File: src/bstap_pkg.sv
// package for the boundary-scan test access port block
// ==========================================
// Behaviour
// - supports extest, sample/preload and bypass instructions
// - reached only through four test pins
// - controller state held in four bits
// - transitions follow mode select at rising clock
// - power-up enters test-logic-reset without test clock
// - five mode-select-high clocks force reset
// - controller derives all test control signals
// - bypass, identification and boundary data registers
// - bypass selected when no other register needed
// - 32-bit identification register with four fields
// - boundary cells observe and control every pin
package bstap_pkg;
  // ==========================================
  // sizes
  localparam int IR_W = 4;              // instruction register width
  localparam int ID_W = 32;             // identification register width
  localparam int NPIN = 8;              // user pins covered by boundary cells
  localparam int CELL_W = 3; // cells per pin: input, output and enable
  localparam int CELL_IN = 0; // cell observing the pad level
  localparam int CELL_OUT = 1; // cell controlling the pad value
  localparam int CELL_OE = 2; // cell controlling the pad enable
  localparam int BSR_W = CELL_W * NPIN; // whole boundary chain
  // ==========================================
  // instruction codes
  localparam logic [IR_W-1:0] INS_EXTEST = 4'h0;
  localparam logic [IR_W-1:0] INS_SAMPLE = 4'h1;
  localparam logic [IR_W-1:0] INS_IDCODE = 4'he;
  localparam logic [IR_W-1:0] INS_BYPASS = 4'hf;
  localparam logic [1:0] IR_CAPTURE = 2'h1; // fixed capture pattern, low bits
  // ==========================================
  // identification fields; values arbitrary, naming no maker or part
  localparam logic [3:0] ID_VERSION = 4'h1;
  localparam logic [15:0] ID_PART = 16'h0a5c;
  localparam logic [10:0] ID_NUMBER = 11'h123;
  localparam logic ID_LSB = 1'b1;       // always one by the scan convention
  // ==========================================
  // controller states, four-bit held
  typedef enum logic [3:0] {
    ST_RESET, ST_IDLE, ST_SEL_DR, ST_CAP_DR, ST_SH_DR, ST_EX1_DR, ST_PA_DR,
    ST_EX2_DR, ST_UP_DR, ST_SEL_IR, ST_CAP_IR, ST_SH_IR, ST_EX1_IR, ST_PA_IR,
    ST_EX2_IR, ST_UP_IR
  } bstap_state_t;
  // ==========================================
  // the three test inputs; tdo leaves by its own port
  typedef struct packed {
    logic tck;
    logic tms;
    logic tdi;
  } bstap_pins_t;
  // pin bundle for the boundary
  typedef struct packed {
    logic [NPIN-1:0] out;
    logic [NPIN-1:0] oe;
  } bstap_pad_t;
endpackage

File: src/bstap_sync.sv
// two-flop synchroniser for the test pins
`timescale 1ns/100ps
module bstap_sync (
  input wire logic i_ref_clk,
  input wire logic i_nrst,
  input wire bstap_pkg::bstap_pins_t i_async,
  output bstap_pkg::bstap_pins_t o_sync
);
  import bstap_pkg::*;
  // ==========================================
  // stage registers
  bstap_pins_t meta_reg; // first stage, read only by the second
  bstap_pins_t sync_reg; // second stage, safe to use
  bstap_pins_t meta_next;
  bstap_pins_t sync_next;

  // next values
  always_comb begin
    meta_next = i_async;
    sync_next = meta_reg;
    if (!i_nrst) begin
      meta_next = '0;
      sync_next = '0;
    end
  end

  // registering only
  always_ff @(posedge i_ref_clk) begin
    meta_reg <= meta_next;
    sync_reg <= sync_next;
  end

  assign o_sync = sync_reg;
endmodule

File: src/bstap_top.sv
// boundary-scan test access port: controller, instruction and data registers
`timescale 1ns/100ps
module bstap_top (
  input wire logic i_ref_clk,
  input wire logic i_nrst,
  input wire logic i_tck,
  input wire logic i_tms,
  input wire logic i_tdi,
  output logic o_tdo,
  output logic o_tdo_oe,
  input wire logic [bstap_pkg::NPIN-1:0] i_core_out,
  input wire logic [bstap_pkg::NPIN-1:0] i_core_oe,
  input wire logic [bstap_pkg::NPIN-1:0] i_pad_in,
  output logic [bstap_pkg::NPIN-1:0] o_pad_out,
  output logic [bstap_pkg::NPIN-1:0] o_pad_oe,
  output logic [bstap_pkg::NPIN-1:0] o_core_in,
  output logic [3:0] o_state
);
  import bstap_pkg::*;
  // the whole block runs on the reference clock; the test clock is only a
  // level whose edges are found by sampling, trading top speed for one clock
  // ==========================================
  // pin sampling
  bstap_pins_t pins_raw; // unsynchronised test pins
  bstap_pins_t pins; // synchronised test pins
  logic [NPIN-1:0] pad_meta_reg; // pad sampler first stage
  logic [NPIN-1:0] pad_sync_reg; // pad sampler second stage
  logic [NPIN-1:0] pad_meta_next; // first pad stage, next value
  logic [NPIN-1:0] pad_sync_next; // second pad stage, next value
  logic tck_d_reg; // previous synced test clock
  logic tck_d_next; // its next value
  logic rise; // rising test clock edge seen
  logic fall; // falling test clock edge seen

  // tdo is the one test pin driven, so it is not in the input bundle
  // only these three pins reach the test logic
  assign pins_raw = '{tck: i_tck, tms: i_tms, tdi: i_tdi};

  bstap_sync u_sync (
    .i_ref_clk(i_ref_clk),
    .i_nrst(i_nrst),
    .i_async(pins_raw),
    .o_sync(pins)
  );

  // edge finding on the sampled test clock
  assign rise = pins.tck & ~tck_d_reg;
  assign fall = ~pins.tck & tck_d_reg;
  // limitation: the test clock must stay high and low for at least two
  // reference cycles each, or an edge is lost

  // pads are off-chip levels, so two stages before any logic reads them
  always_comb begin
    pad_meta_next = i_pad_in;
    pad_sync_next = pad_meta_reg;
    tck_d_next = pins.tck;
    // history cleared with the sync flops, so no false edge follows reset
    if (!i_nrst) begin
      tck_d_next = 1'b0;
    end
  end

  // registering only
  always_ff @(posedge i_ref_clk) begin
    pad_meta_reg <= pad_meta_next;
    pad_sync_reg <= pad_sync_next;
    tck_d_reg <= tck_d_next;
  end

  // ==========================================
  // controller state
  bstap_state_t st_reg; // controller state
  bstap_state_t st_next;

  // state moves about three reference cycles after the pin rises
  // state graph, moved only on rising test clock
  always_comb begin
    st_next = st_reg;
    if (rise) begin
      case (st_reg)
        ST_RESET: st_next = pins.tms ? ST_RESET : ST_IDLE;
        ST_IDLE: st_next = pins.tms ? ST_SEL_DR : ST_IDLE;
        ST_SEL_DR: st_next = pins.tms ? ST_SEL_IR : ST_CAP_DR;
        ST_CAP_DR: st_next = pins.tms ? ST_EX1_DR : ST_SH_DR;
        ST_SH_DR: st_next = pins.tms ? ST_EX1_DR : ST_SH_DR;
        ST_EX1_DR: st_next = pins.tms ? ST_UP_DR : ST_PA_DR;
        ST_PA_DR: st_next = pins.tms ? ST_EX2_DR : ST_PA_DR;
        ST_EX2_DR: st_next = pins.tms ? ST_UP_DR : ST_SH_DR;
        ST_UP_DR: st_next = pins.tms ? ST_SEL_DR : ST_IDLE;
        ST_SEL_IR: st_next = pins.tms ? ST_RESET : ST_CAP_IR;
        ST_CAP_IR: st_next = pins.tms ? ST_EX1_IR : ST_SH_IR;
        ST_SH_IR: st_next = pins.tms ? ST_EX1_IR : ST_SH_IR;
        ST_EX1_IR: st_next = pins.tms ? ST_UP_IR : ST_PA_IR;
        ST_PA_IR: st_next = pins.tms ? ST_EX2_IR : ST_PA_IR;
        ST_EX2_IR: st_next = pins.tms ? ST_UP_IR : ST_SH_IR;
        ST_UP_IR: st_next = pins.tms ? ST_SEL_DR : ST_IDLE;
        default: st_next = ST_RESET;
      endcase
    end
    // synchronous power-up reset needs no test clock
    if (!i_nrst) st_next = ST_RESET;
  end

  // registering only
  always_ff @(posedge i_ref_clk) begin
    st_reg <= st_next;
  end

  // ==========================================
  // instruction and data registers
  logic [IR_W-1:0] ir_sh_reg, ir_sh_next; // instruction shift stage
  logic [IR_W-1:0] ir_reg, ir_next; // active instruction
  logic byp_reg, byp_next; // one-bit bypass
  logic [ID_W-1:0] id_reg, id_next; // identification shifter
  logic [BSR_W-1:0] bs_reg, bs_next; // boundary shift stage
  logic [BSR_W-1:0] bs_up_reg, bs_up_next; // boundary update stage
  logic tdo_reg, tdo_next; // serial out, changes on falling edge
  logic tdo_oe_reg, tdo_oe_next; // serial out drive
  logic [ID_W-1:0] id_value; // fixed identification word
  logic [BSR_W-1:0] bs_capture; // boundary capture word
  logic sel_bs; // boundary register chosen
  logic sel_id; // identification register chosen
  logic dr_out; // selected data register output bit
  logic extest_on; // update cells drive the pads

  // four identification fields
  assign id_value = {ID_VERSION, ID_PART, ID_NUMBER, ID_LSB};
  // extest and sample/preload use the boundary, idcode the id, rest bypass
  assign sel_bs = (ir_reg == INS_EXTEST) || (ir_reg == INS_SAMPLE);
  assign sel_id = (ir_reg == INS_IDCODE);
  assign dr_out = sel_bs ? bs_reg[0] : (sel_id ? id_reg[0] : byp_reg);

  // per pin three cells: pad in, core out, core enable
  // the update cells reach the pads only under extest, so sample/preload
  // can stage values without disturbing normal pin operation
  assign extest_on = (ir_reg == INS_EXTEST);
  generate
    for (genvar p = 0; p < NPIN; p++) begin : g_cell
      assign bs_capture[CELL_W*p+CELL_IN] = pad_sync_reg[p];
      assign bs_capture[CELL_W*p+CELL_OUT] = i_core_out[p];
      assign bs_capture[CELL_W*p+CELL_OE] = i_core_oe[p];
      // extest drives pads from update cells, else core passes through
      assign o_pad_out[p] = extest_on ? bs_up_reg[CELL_W*p+CELL_OUT] : i_core_out[p];
      assign o_pad_oe[p] = extest_on ? bs_up_reg[CELL_W*p+CELL_OE] : i_core_oe[p];
      assign o_core_in[p] = pad_sync_reg[p];
    end
  endgenerate

  // register next values
  always_comb begin
    ir_sh_next = ir_sh_reg;
    ir_next = ir_reg;
    byp_next = byp_reg;
    id_next = id_reg;
    bs_next = bs_reg;
    bs_up_next = bs_up_reg;
    tdo_next = tdo_reg;
    tdo_oe_next = tdo_oe_reg;
    // capture, shift and update all act on the sampled rising test clock
    if (rise) begin
      case (st_reg)
        ST_CAP_IR: ir_sh_next = {{(IR_W-2){1'b0}}, IR_CAPTURE};
        ST_SH_IR: ir_sh_next = {pins.tdi, ir_sh_reg[IR_W-1:1]};
        ST_UP_IR: ir_next = ir_sh_reg;
        ST_CAP_DR: begin
          byp_next = 1'b0;
          id_next = id_value;
          if (sel_bs) bs_next = bs_capture;
        end
        ST_SH_DR: begin
          // only the chosen register shifts
          if (sel_bs) bs_next = {pins.tdi, bs_reg[BSR_W-1:1]};
          else if (sel_id) id_next = {pins.tdi, id_reg[ID_W-1:1]};
          else byp_next = pins.tdi;
        end
        ST_UP_DR: if (sel_bs) bs_up_next = bs_reg;
        default: ;
      endcase
    end
    // output changes on falling edge, driven only in shift states
    if (fall) begin
      tdo_oe_next = (st_reg == ST_SH_DR) || (st_reg == ST_SH_IR);
      tdo_next = (st_reg == ST_SH_IR) ? ir_sh_reg[0] : dr_out;
    end
    // test-logic-reset: idcode loaded, boundary transparent
    if (st_reg == ST_RESET) begin
      ir_next = INS_IDCODE;
      tdo_oe_next = 1'b0;
    end
    // power-up reset clears every shift stage and the boundary update stage, and loads idcode
    if (!i_nrst) begin
      ir_sh_next = '0;
      ir_next = INS_IDCODE;
      byp_next = 1'b0;
      id_next = '0;
      bs_next = '0;
      bs_up_next = '0;
      tdo_next = 1'b0;
      tdo_oe_next = 1'b0;
    end
  end

  // registering only; the update stage is apart from the shift stage so
  // pads under extest hold still while new values shift through
  always_ff @(posedge i_ref_clk) begin
    ir_sh_reg <= ir_sh_next;
    ir_reg <= ir_next;
    byp_reg <= byp_next;
    id_reg <= id_next;
    bs_reg <= bs_next;
    bs_up_reg <= bs_up_next;
    tdo_reg <= tdo_next;
    tdo_oe_reg <= tdo_oe_next;
  end

  // ==========================================
  // outputs
  // serial out and its drive are registers, so the pin never glitches
  assign o_tdo = tdo_reg;
  assign o_tdo_oe = tdo_oe_reg;
  assign o_state = st_reg;
endmodule

File: config.mk
export PLATFORM = sky130hd
export DESIGN_NAME = bstap_top
export DESIGN_NICKNAME = d
export VERILOG_FILES = /design/src/bstap_pkg.sv /design/src/bstap_sync.sv /design/src/bstap_top.sv
export SDC_FILE = /design/constraint.sdc
export NUM_CORES = 1
export LEC_CHECK = 0
export ABC_AREA = 1
export BUFFER_PORTS_ARGS = -buffer_cell sky130_fd_sc_hd__buf_2
export CAP_MARGIN = 15
export CORE_MARGIN = 2
export CORE_UTILIZATION = 57
export DETAILED_ROUTE_END_ITERATION = 8
export GPL_TIMING_DRIVEN = 1
export PLACE_DENSITY_LB_ADDON = 0.12
export REMOVE_ABC_BUFFERS = 1
export SLEW_MARGIN = 20
export SYNTH_ARGS = -nofsm -noshare
export SYNTH_HDL_FRONTEND = slang
export SYNTH_HIERARCHICAL = 1
export SYNTH_SLANG_ARGS = --single-unit
File: constraint.sdc
create_clock -name i_ref_clk -period 1.9 [get_ports i_ref_clk]
set_input_delay 0.095 -clock i_ref_clk [delete_from_list [all_inputs] [get_ports i_ref_clk]]
set_output_delay 0.095 -clock i_ref_clk [all_outputs]
set_load 0.005 [all_outputs]
# Word level (Yosys, flattened, before mapping)
# Cells that the tools add are included.
[totals] output_inout_bits=30 register_bits=118 latch_bits=0 ramBits=0 n_memories=0 rom_bits=0 word_cells=103 inputBits=29
[classes] n_mux=42 div_mod_pow=0 n_addsub=0 eq_ne=22 mul=0 magnitude_cmp=0 reduce_logical=16 shift=0 n_bitwise=5
[op_table] operator="32-bit 2-to-1 mux" count=2
[op_table] operator="32-bit one-hot mux with 2 select lines" count=1
[op_table] operator="24-bit 2-to-1 mux" count=2
[op_table] operator="24-bit one-hot mux with 2 select lines" count=1
[op_table] operator="4-bit one-hot mux with 12 select lines" count=1
[op_table] operator="4-bit equality test, second input constant" count=9
[op_table] operator="1-bit 2-to-1 mux" count=24
[op_table] operator="4-bit by 3-bit equality test with 1-bit output, second input constant" count=4
[op_table] operator="4-bit 2-to-1 mux" count=4
[op_table] operator="4-bit AND reduction" count=3
[op_table] operator="2-bit != test, second input constant" count=5
[op_table] operator="4-bit by 1-bit equality test with 1-bit output, second input constant" count=2
[op_table] operator="4-bit by 2-bit equality test with 1-bit output, second input constant" count=2
[op_table] operator="4-bit logical NOT" count=2
[op_table] operator="4-bit one-hot mux with 2 select lines" count=1
[op_table] operator="2-bit 2-to-1 mux" count=3
[op_table] operator="3-bit 2-to-1 mux" count=2
[op_table] operator="2-bit OR reduction" count=3
[op_table] operator="2-bit AND reduction" count=2
[op_table] operator="2-bit nonzero test" count=2
[op_table] operator="1-bit NOT" count=3
[op_table] operator="3-bit AND reduction" count=1
[op_table] operator="3-bit OR reduction" count=1
[op_table] operator="1-bit AND" count=2
[op_table] operator="2 further kinds" count=3

# Depth between registers and ports, before layout
[logic_depth] depth_word=4 ltp_mapped=10 depth_no_buf=9

# Cells and area by module
# The synthesis kept the hierarchy.
[modules_own_cells] mod="bstap_top" cells_per_inst=538 seq_area_each_um2=2082.0 area_each_um2=4211.5 instances=1
[modules_own_cells] mod="bstap_sync" cells_per_inst=18 seq_area_each_um2=120.1 area_each_um2=165.2 instances=1

# Least setup slack after synthesis
# OpenSTA, ideal clock, no wires.
[synth_path] kind="flip-flop to output port" from="register ir_reg[3]" to="output port o_pad_oe[0] (netlist name)" required_ps=1805 path_slack_ps=405 path_buffers=1 t_arrival_ps=1400 stages_incl_launch_ff=7 path_cell_list="dfxtp_1 > nor2_1 > nand2_1 > inv_1 > nand2_1 > buf_2 > mux2_2"
[synth_between] elab_chain_cells=2
[synth_rtl] element="from (decl)" line="bstap_top.sv:112" text="logic [IR_W-1:0] ir_reg, ir_next;"
[synth_rtl] element="from (signal assigned)" line="bstap_top.sv:207" text="ir_reg <= ir_next;"
[synth_rtl] element="4-bit logical NOT" line="bstap_top.sv:136" text="assign extest_on = (ir_reg == INS_EXTEST);"
[synth_rtl] element="1-bit 2-to-1 mux" line="bstap_top.sv:144" text="assign o_pad_oe[p] = extest_on ? bs_up_reg[CELL_W*p+CELL_OE] : i_core_oe[p];"
[synth_rtl] element="to (decl)" line="bstap_top.sv:15" text="output logic [bstap_pkg::NPIN-1:0] o_pad_oe,"
# No other way between the ends.

# Worst setup path in the final report
[layout_path] from="register ir_reg[1]" to="output port o_pad_out[3] (netlist name)"
[layout_between] elab_chain_cells=2
[layout_rtl] element="4-bit logical NOT" line="bstap_top.sv:136"
[layout_rtl] element="1-bit 2-to-1 mux" line="bstap_top.sv:143" text="assign o_pad_out[p] = extest_on ? bs_up_reg[CELL_W*p+CELL_OUT] : i_core_out[p];"
[layout_rtl] element="to (decl)" line="bstap_top.sv:14" text="output logic [bstap_pkg::NPIN-1:0] o_pad_out,"
# No other way between the ends.

==> results.cfg <==
[placement]
gp_routability_congestion = 0.926
placement.setup.worst_slack_ns = 0.178
dp_hpwl_mm = 5.89
placed_cells_incl_taps = 694
io_buffers = 58
postPlaceCellArea_um2 = 4740

[floorplanning]
design.die.area_um2 = 8400
std_cell_rows = 31
floorplan.initialDensity_pct = 59.7
num_io_pins = 59
die_y_um = 91.6
die_w_um = 91.6
design.core.area_um2 = 7330

[drt]
wl_per_cell_um = 12.7
vias = 3823
vias_per_cell = 5.29
drt_drc_violations_left = 0
drt_iter0_markers = 234
post_drt_antenna_nets = 0
drt_pre_antenna_iters = 5
route.final.wire_length_mm = 9.19

[setup_path]
worst_path_cell_trace = nor2_1, nand2_2, inv_2, nand2_2, buf_4, mux2_2, buf_2
worstPathMaxFanout = 6
timing.critical_path.depth = 7
worstRegToRegCells = 9
r2r_start = o_state[2]
critical_path_arrival_ns = 1.76
worst-endpoint-required_ns = 1.80
flop2flop_setup_slack_ns = 0.14
crit_path_end_kind = output pin
max_stage_delay_ns = 0.39
worstPathBufferInverterCount = 3
path_class = reg -> out
r2r-end = id_reg[13]
timing.critical_path.mode_cell = sky130_fd_sc_hd__nand2_2
timing.critical_path.max_delay_family = flip-flops
worstSetupStartpointType = flop
cp_slowest_cell = sky130_fd_sc_hd__dfxtp_1

[clock_tree]
cts_max_path_buffers = 2
cts_root_buffer = sky130_fd_sc_hd__clkbuf_8
cts_tree = done
cts.sink_count = 110
worst_setup_hold_path_clk_slew_ns = 0.11
post-cts-setup-buffers = 0
cts_inserted_buffers = 9
htree_levels = 3
clk-insertion-delay-late_ns = 0.37

[global_route]
antenna_found_initial = 0
grt_max_degree = 65
via_count_of_the_first_global_routing_pass = 3542
grt_use_total_pct = 22.4
globalRoute.busiestLayer = met2
use_met3_pct = 5.42
groute.layer.met2.usage_pct = 38.4
grt_pass1_wl_mm = 15.4
overflow = 0
grt_use_met1_pct = 27.9

[timing]
rsz0062_at_grt = false
final_period_minus_worst_setup_slack_ns = 1.85
max_clock_skew_ns = 0.0109
finalHoldViolations = 0
worst_pin_slew_ns = 0.564
worst_slack_ns = 0.0499
drv_slew = 0
clock.fmax_mhz = 541
timing.max_slew.rel_slack_pct = 62.4
timing.final.setup_violations = 0
finalCritPeriodShare_pct = 97.4

[logic_synthesis]
post_synth_inst_count = 556
synthAdderAreaFrac_pct = 0
synth_area_per_cell_um2 = 7.87
ys_seq_elements = 110
yosysWarnings = 6
synthArstFlopShare_pct = 0
mappedNetlistArea_um2 = 4380
synth_compound_gate_area_share_pct = 19.6
yosys_most_used_dff = sky130_fd_sc_hd__dfxtp_1
netlist-cell-type-count = 30
synth-edff-count = 0
synth_xor_xnor_area_share_pct = 0
synth.area.mux_share_pct = 3.86
combinational_family_with_the_most_area_after_synthesis = compound AO/OA/AOI/OAI gates
post_synthesis_simple_gate_area_fraction_pct = 17.7
synth-seq-area-share_pct = 50.3

[finish]
postLayoutCellArea_um2 = 5090
area_growth_pct = 16.4
antenna_cells_inserted = 0
number_of_non_filler_instances_in_the_completed_layout = 723
finalNetCount = 648
filler_cell_count = 604
max_reg_flops = 32
multi_input_gate_area_um2 = 1810
final-seq-area_um2 = 2200
final_layout_size_suffix_gt1_share_pct = 19.2

[pwr]
power_density_nw_per_um2 = 786
total_leakage_power_uw = 0.00217
irDropWorstVdd_uv = 492

[min_path]
min_path_type = in -> reg
timing.hold.worst_path_depth = 5
timing.hold.worst.start = i_core_out[5]
hold_path_end = bs_reg[16]

[flow_run]
max_cap_viol_count = 0

[run_status]
outcome = complete, no violations
==> worst max-delay path by stage <==
stage	from	to
floorplan	o_state[0]	id_reg[10]
global placement	o_state[3]	id_reg[23]
detailed placement	o_state[2]	id_reg[13]
CTS	ir_reg[3]	o_pad_oe[2]
global route	ir_reg[3]	o_pad_oe[1]
finish	ir_reg[1]	o_pad_out[3]
==> layout make-up <==
class,instances,share of cell area [%]
clock inverter,7,1.74
tap,99,2.43
inverter,55,4.05
multi-input combinational,358,35.5
timing repair buffer,85,10.6
clock buffer,9,2.43
sequential,110,43.3
==> through the flow <==
stage	hold WS [ns]	utilization [%]	TNS [ns]	total power [uW]
after global placement	0.197	64.7	0	2570
final	0.121	69.5	0	4000
after detailed placement	0.199	64.7	0	2570
after CTS	0.0973	69.3	0	4050
after global routing	0.150	69.5	0	4170
after floorplan	0.123	-	-10.35	2470
==> cell usage after synthesis (2+ instances only) <==
cell / count / area share (%)
sky130_fd_sc_hd__buf_4: 4 / 0.69
sky130_fd_sc_hd__dfxtp_1: 110 / 50
sky130_fd_sc_hd__o211ai_1: 2 / 0.34
sky130_fd_sc_hd__nand2_4: 2 / 0.51
sky130_fd_sc_hd__buf_6: 2 / 0.51
sky130_fd_sc_hd__nand4_1: 3 / 0.43
sky130_fd_sc_hd__clkbuf_1: 16 / 1.4
sky130_fd_sc_hd__nor3_1: 13 / 1.5
sky130_fd_sc_hd__mux2_2: 15 / 3.9
sky130_fd_sc_hd__o21ai_1: 8 / 0.91
sky130_fd_sc_hd__nor2_1: 32 / 2.7
sky130_fd_sc_hd__o21ai_0: 83 / 9.5
sky130_fd_sc_hd__a31oi_1: 3 / 0.43
sky130_fd_sc_hd__buf_2: 10 / 1.1
sky130_fd_sc_hd__inv_1: 51 / 4.4
sky130_fd_sc_hd__nor2_2: 2 / 0.29
sky130_fd_sc_hd__inv_2: 3 / 0.26
sky130_fd_sc_hd__nand3_1: 25 / 2.9
sky130_fd_sc_hd__nand2_1: 91 / 7.8
sky130_fd_sc_hd__a21oi_1: 71 / 8.1
==> placed cells by master (no fill, tap or decap), types with 2 or more instances in the layout <==
cell / n
sky130_fd_sc_hd__dfxtp_1: 109
sky130_fd_sc_hd__nand2_1: 89
sky130_fd_sc_hd__o21ai_0: 83
sky130_fd_sc_hd__a21oi_1: 71
sky130_fd_sc_hd__buf_2: 58
sky130_fd_sc_hd__inv_1: 50
sky130_fd_sc_hd__nor2_1: 32
sky130_fd_sc_hd__nand3_1: 25
sky130_fd_sc_hd__mux2_2: 15
sky130_fd_sc_hd__nor3_1: 13
sky130_fd_sc_hd__buf_4: 13
sky130_fd_sc_hd__dlygate4sd3_1: 12
sky130_fd_sc_hd__clkbuf_8: 9
sky130_fd_sc_hd__o21ai_1: 8
sky130_fd_sc_hd__inv_2: 4
sky130_fd_sc_hd__nand2_2: 3
sky130_fd_sc_hd__nand4_1: 3
sky130_fd_sc_hd__a31oi_1: 3
sky130_fd_sc_hd__nor2_2: 2
sky130_fd_sc_hd__nand2_4: 2
sky130_fd_sc_hd__o211ai_1: 2
sky130_fd_sc_hd__inv_6: 2
==> routing by layer <==
metal | wire length, um | vias to the layer above | part of all wire (%)
met5 | 0 | - | 0
met3 | 507 | 12 | 5.5
li1 | - | 1964 | -
met1 | 4130 | 1738 | 45
met2 | 4450 | 109 | 48
met4 | 100 | 0 | 1.1
==> tightest hold or removal path, delay by kind of cell <==
| family | cells | cell delay [ns] |
|---|---|---|
| AOI/OAI and AO/OA | 3 | 0.24 |
| buffers and inverters | 1 | 0.08 |
| and+or+nand+nor | 1 | 0.04 |
==> repair_timing <==
item / CTS / global route
hold buffers: 12 / 0
endpoints found under the setup margin: 11 / 16
endpoints found under the hold margin: 12 / 0
gates cloned: 0 / 1
resized for setup: 2 / 5
==> kinds of logic (layout without fill, tap and decap cells) <==
family | Yosys count | after routing
buffers and inverters | 88 | 156
flip-flops | 110 | 110
AO/OA/AOI/OAI | 169 | 169
multiplexers | 15 | 15
AND/OR/NAND/NOR | 174 | 174
==> where the power goes <==
group / switching [uW] / internal, uW / total, uW
Combinational: 100 / 95.4 / 196
Sequential: 11.6 / 2330 / 2340
Clock: 827 / 640 / 1470
Total: 939 / 3070 / 4000
Power figures use the tool's default switching activity.
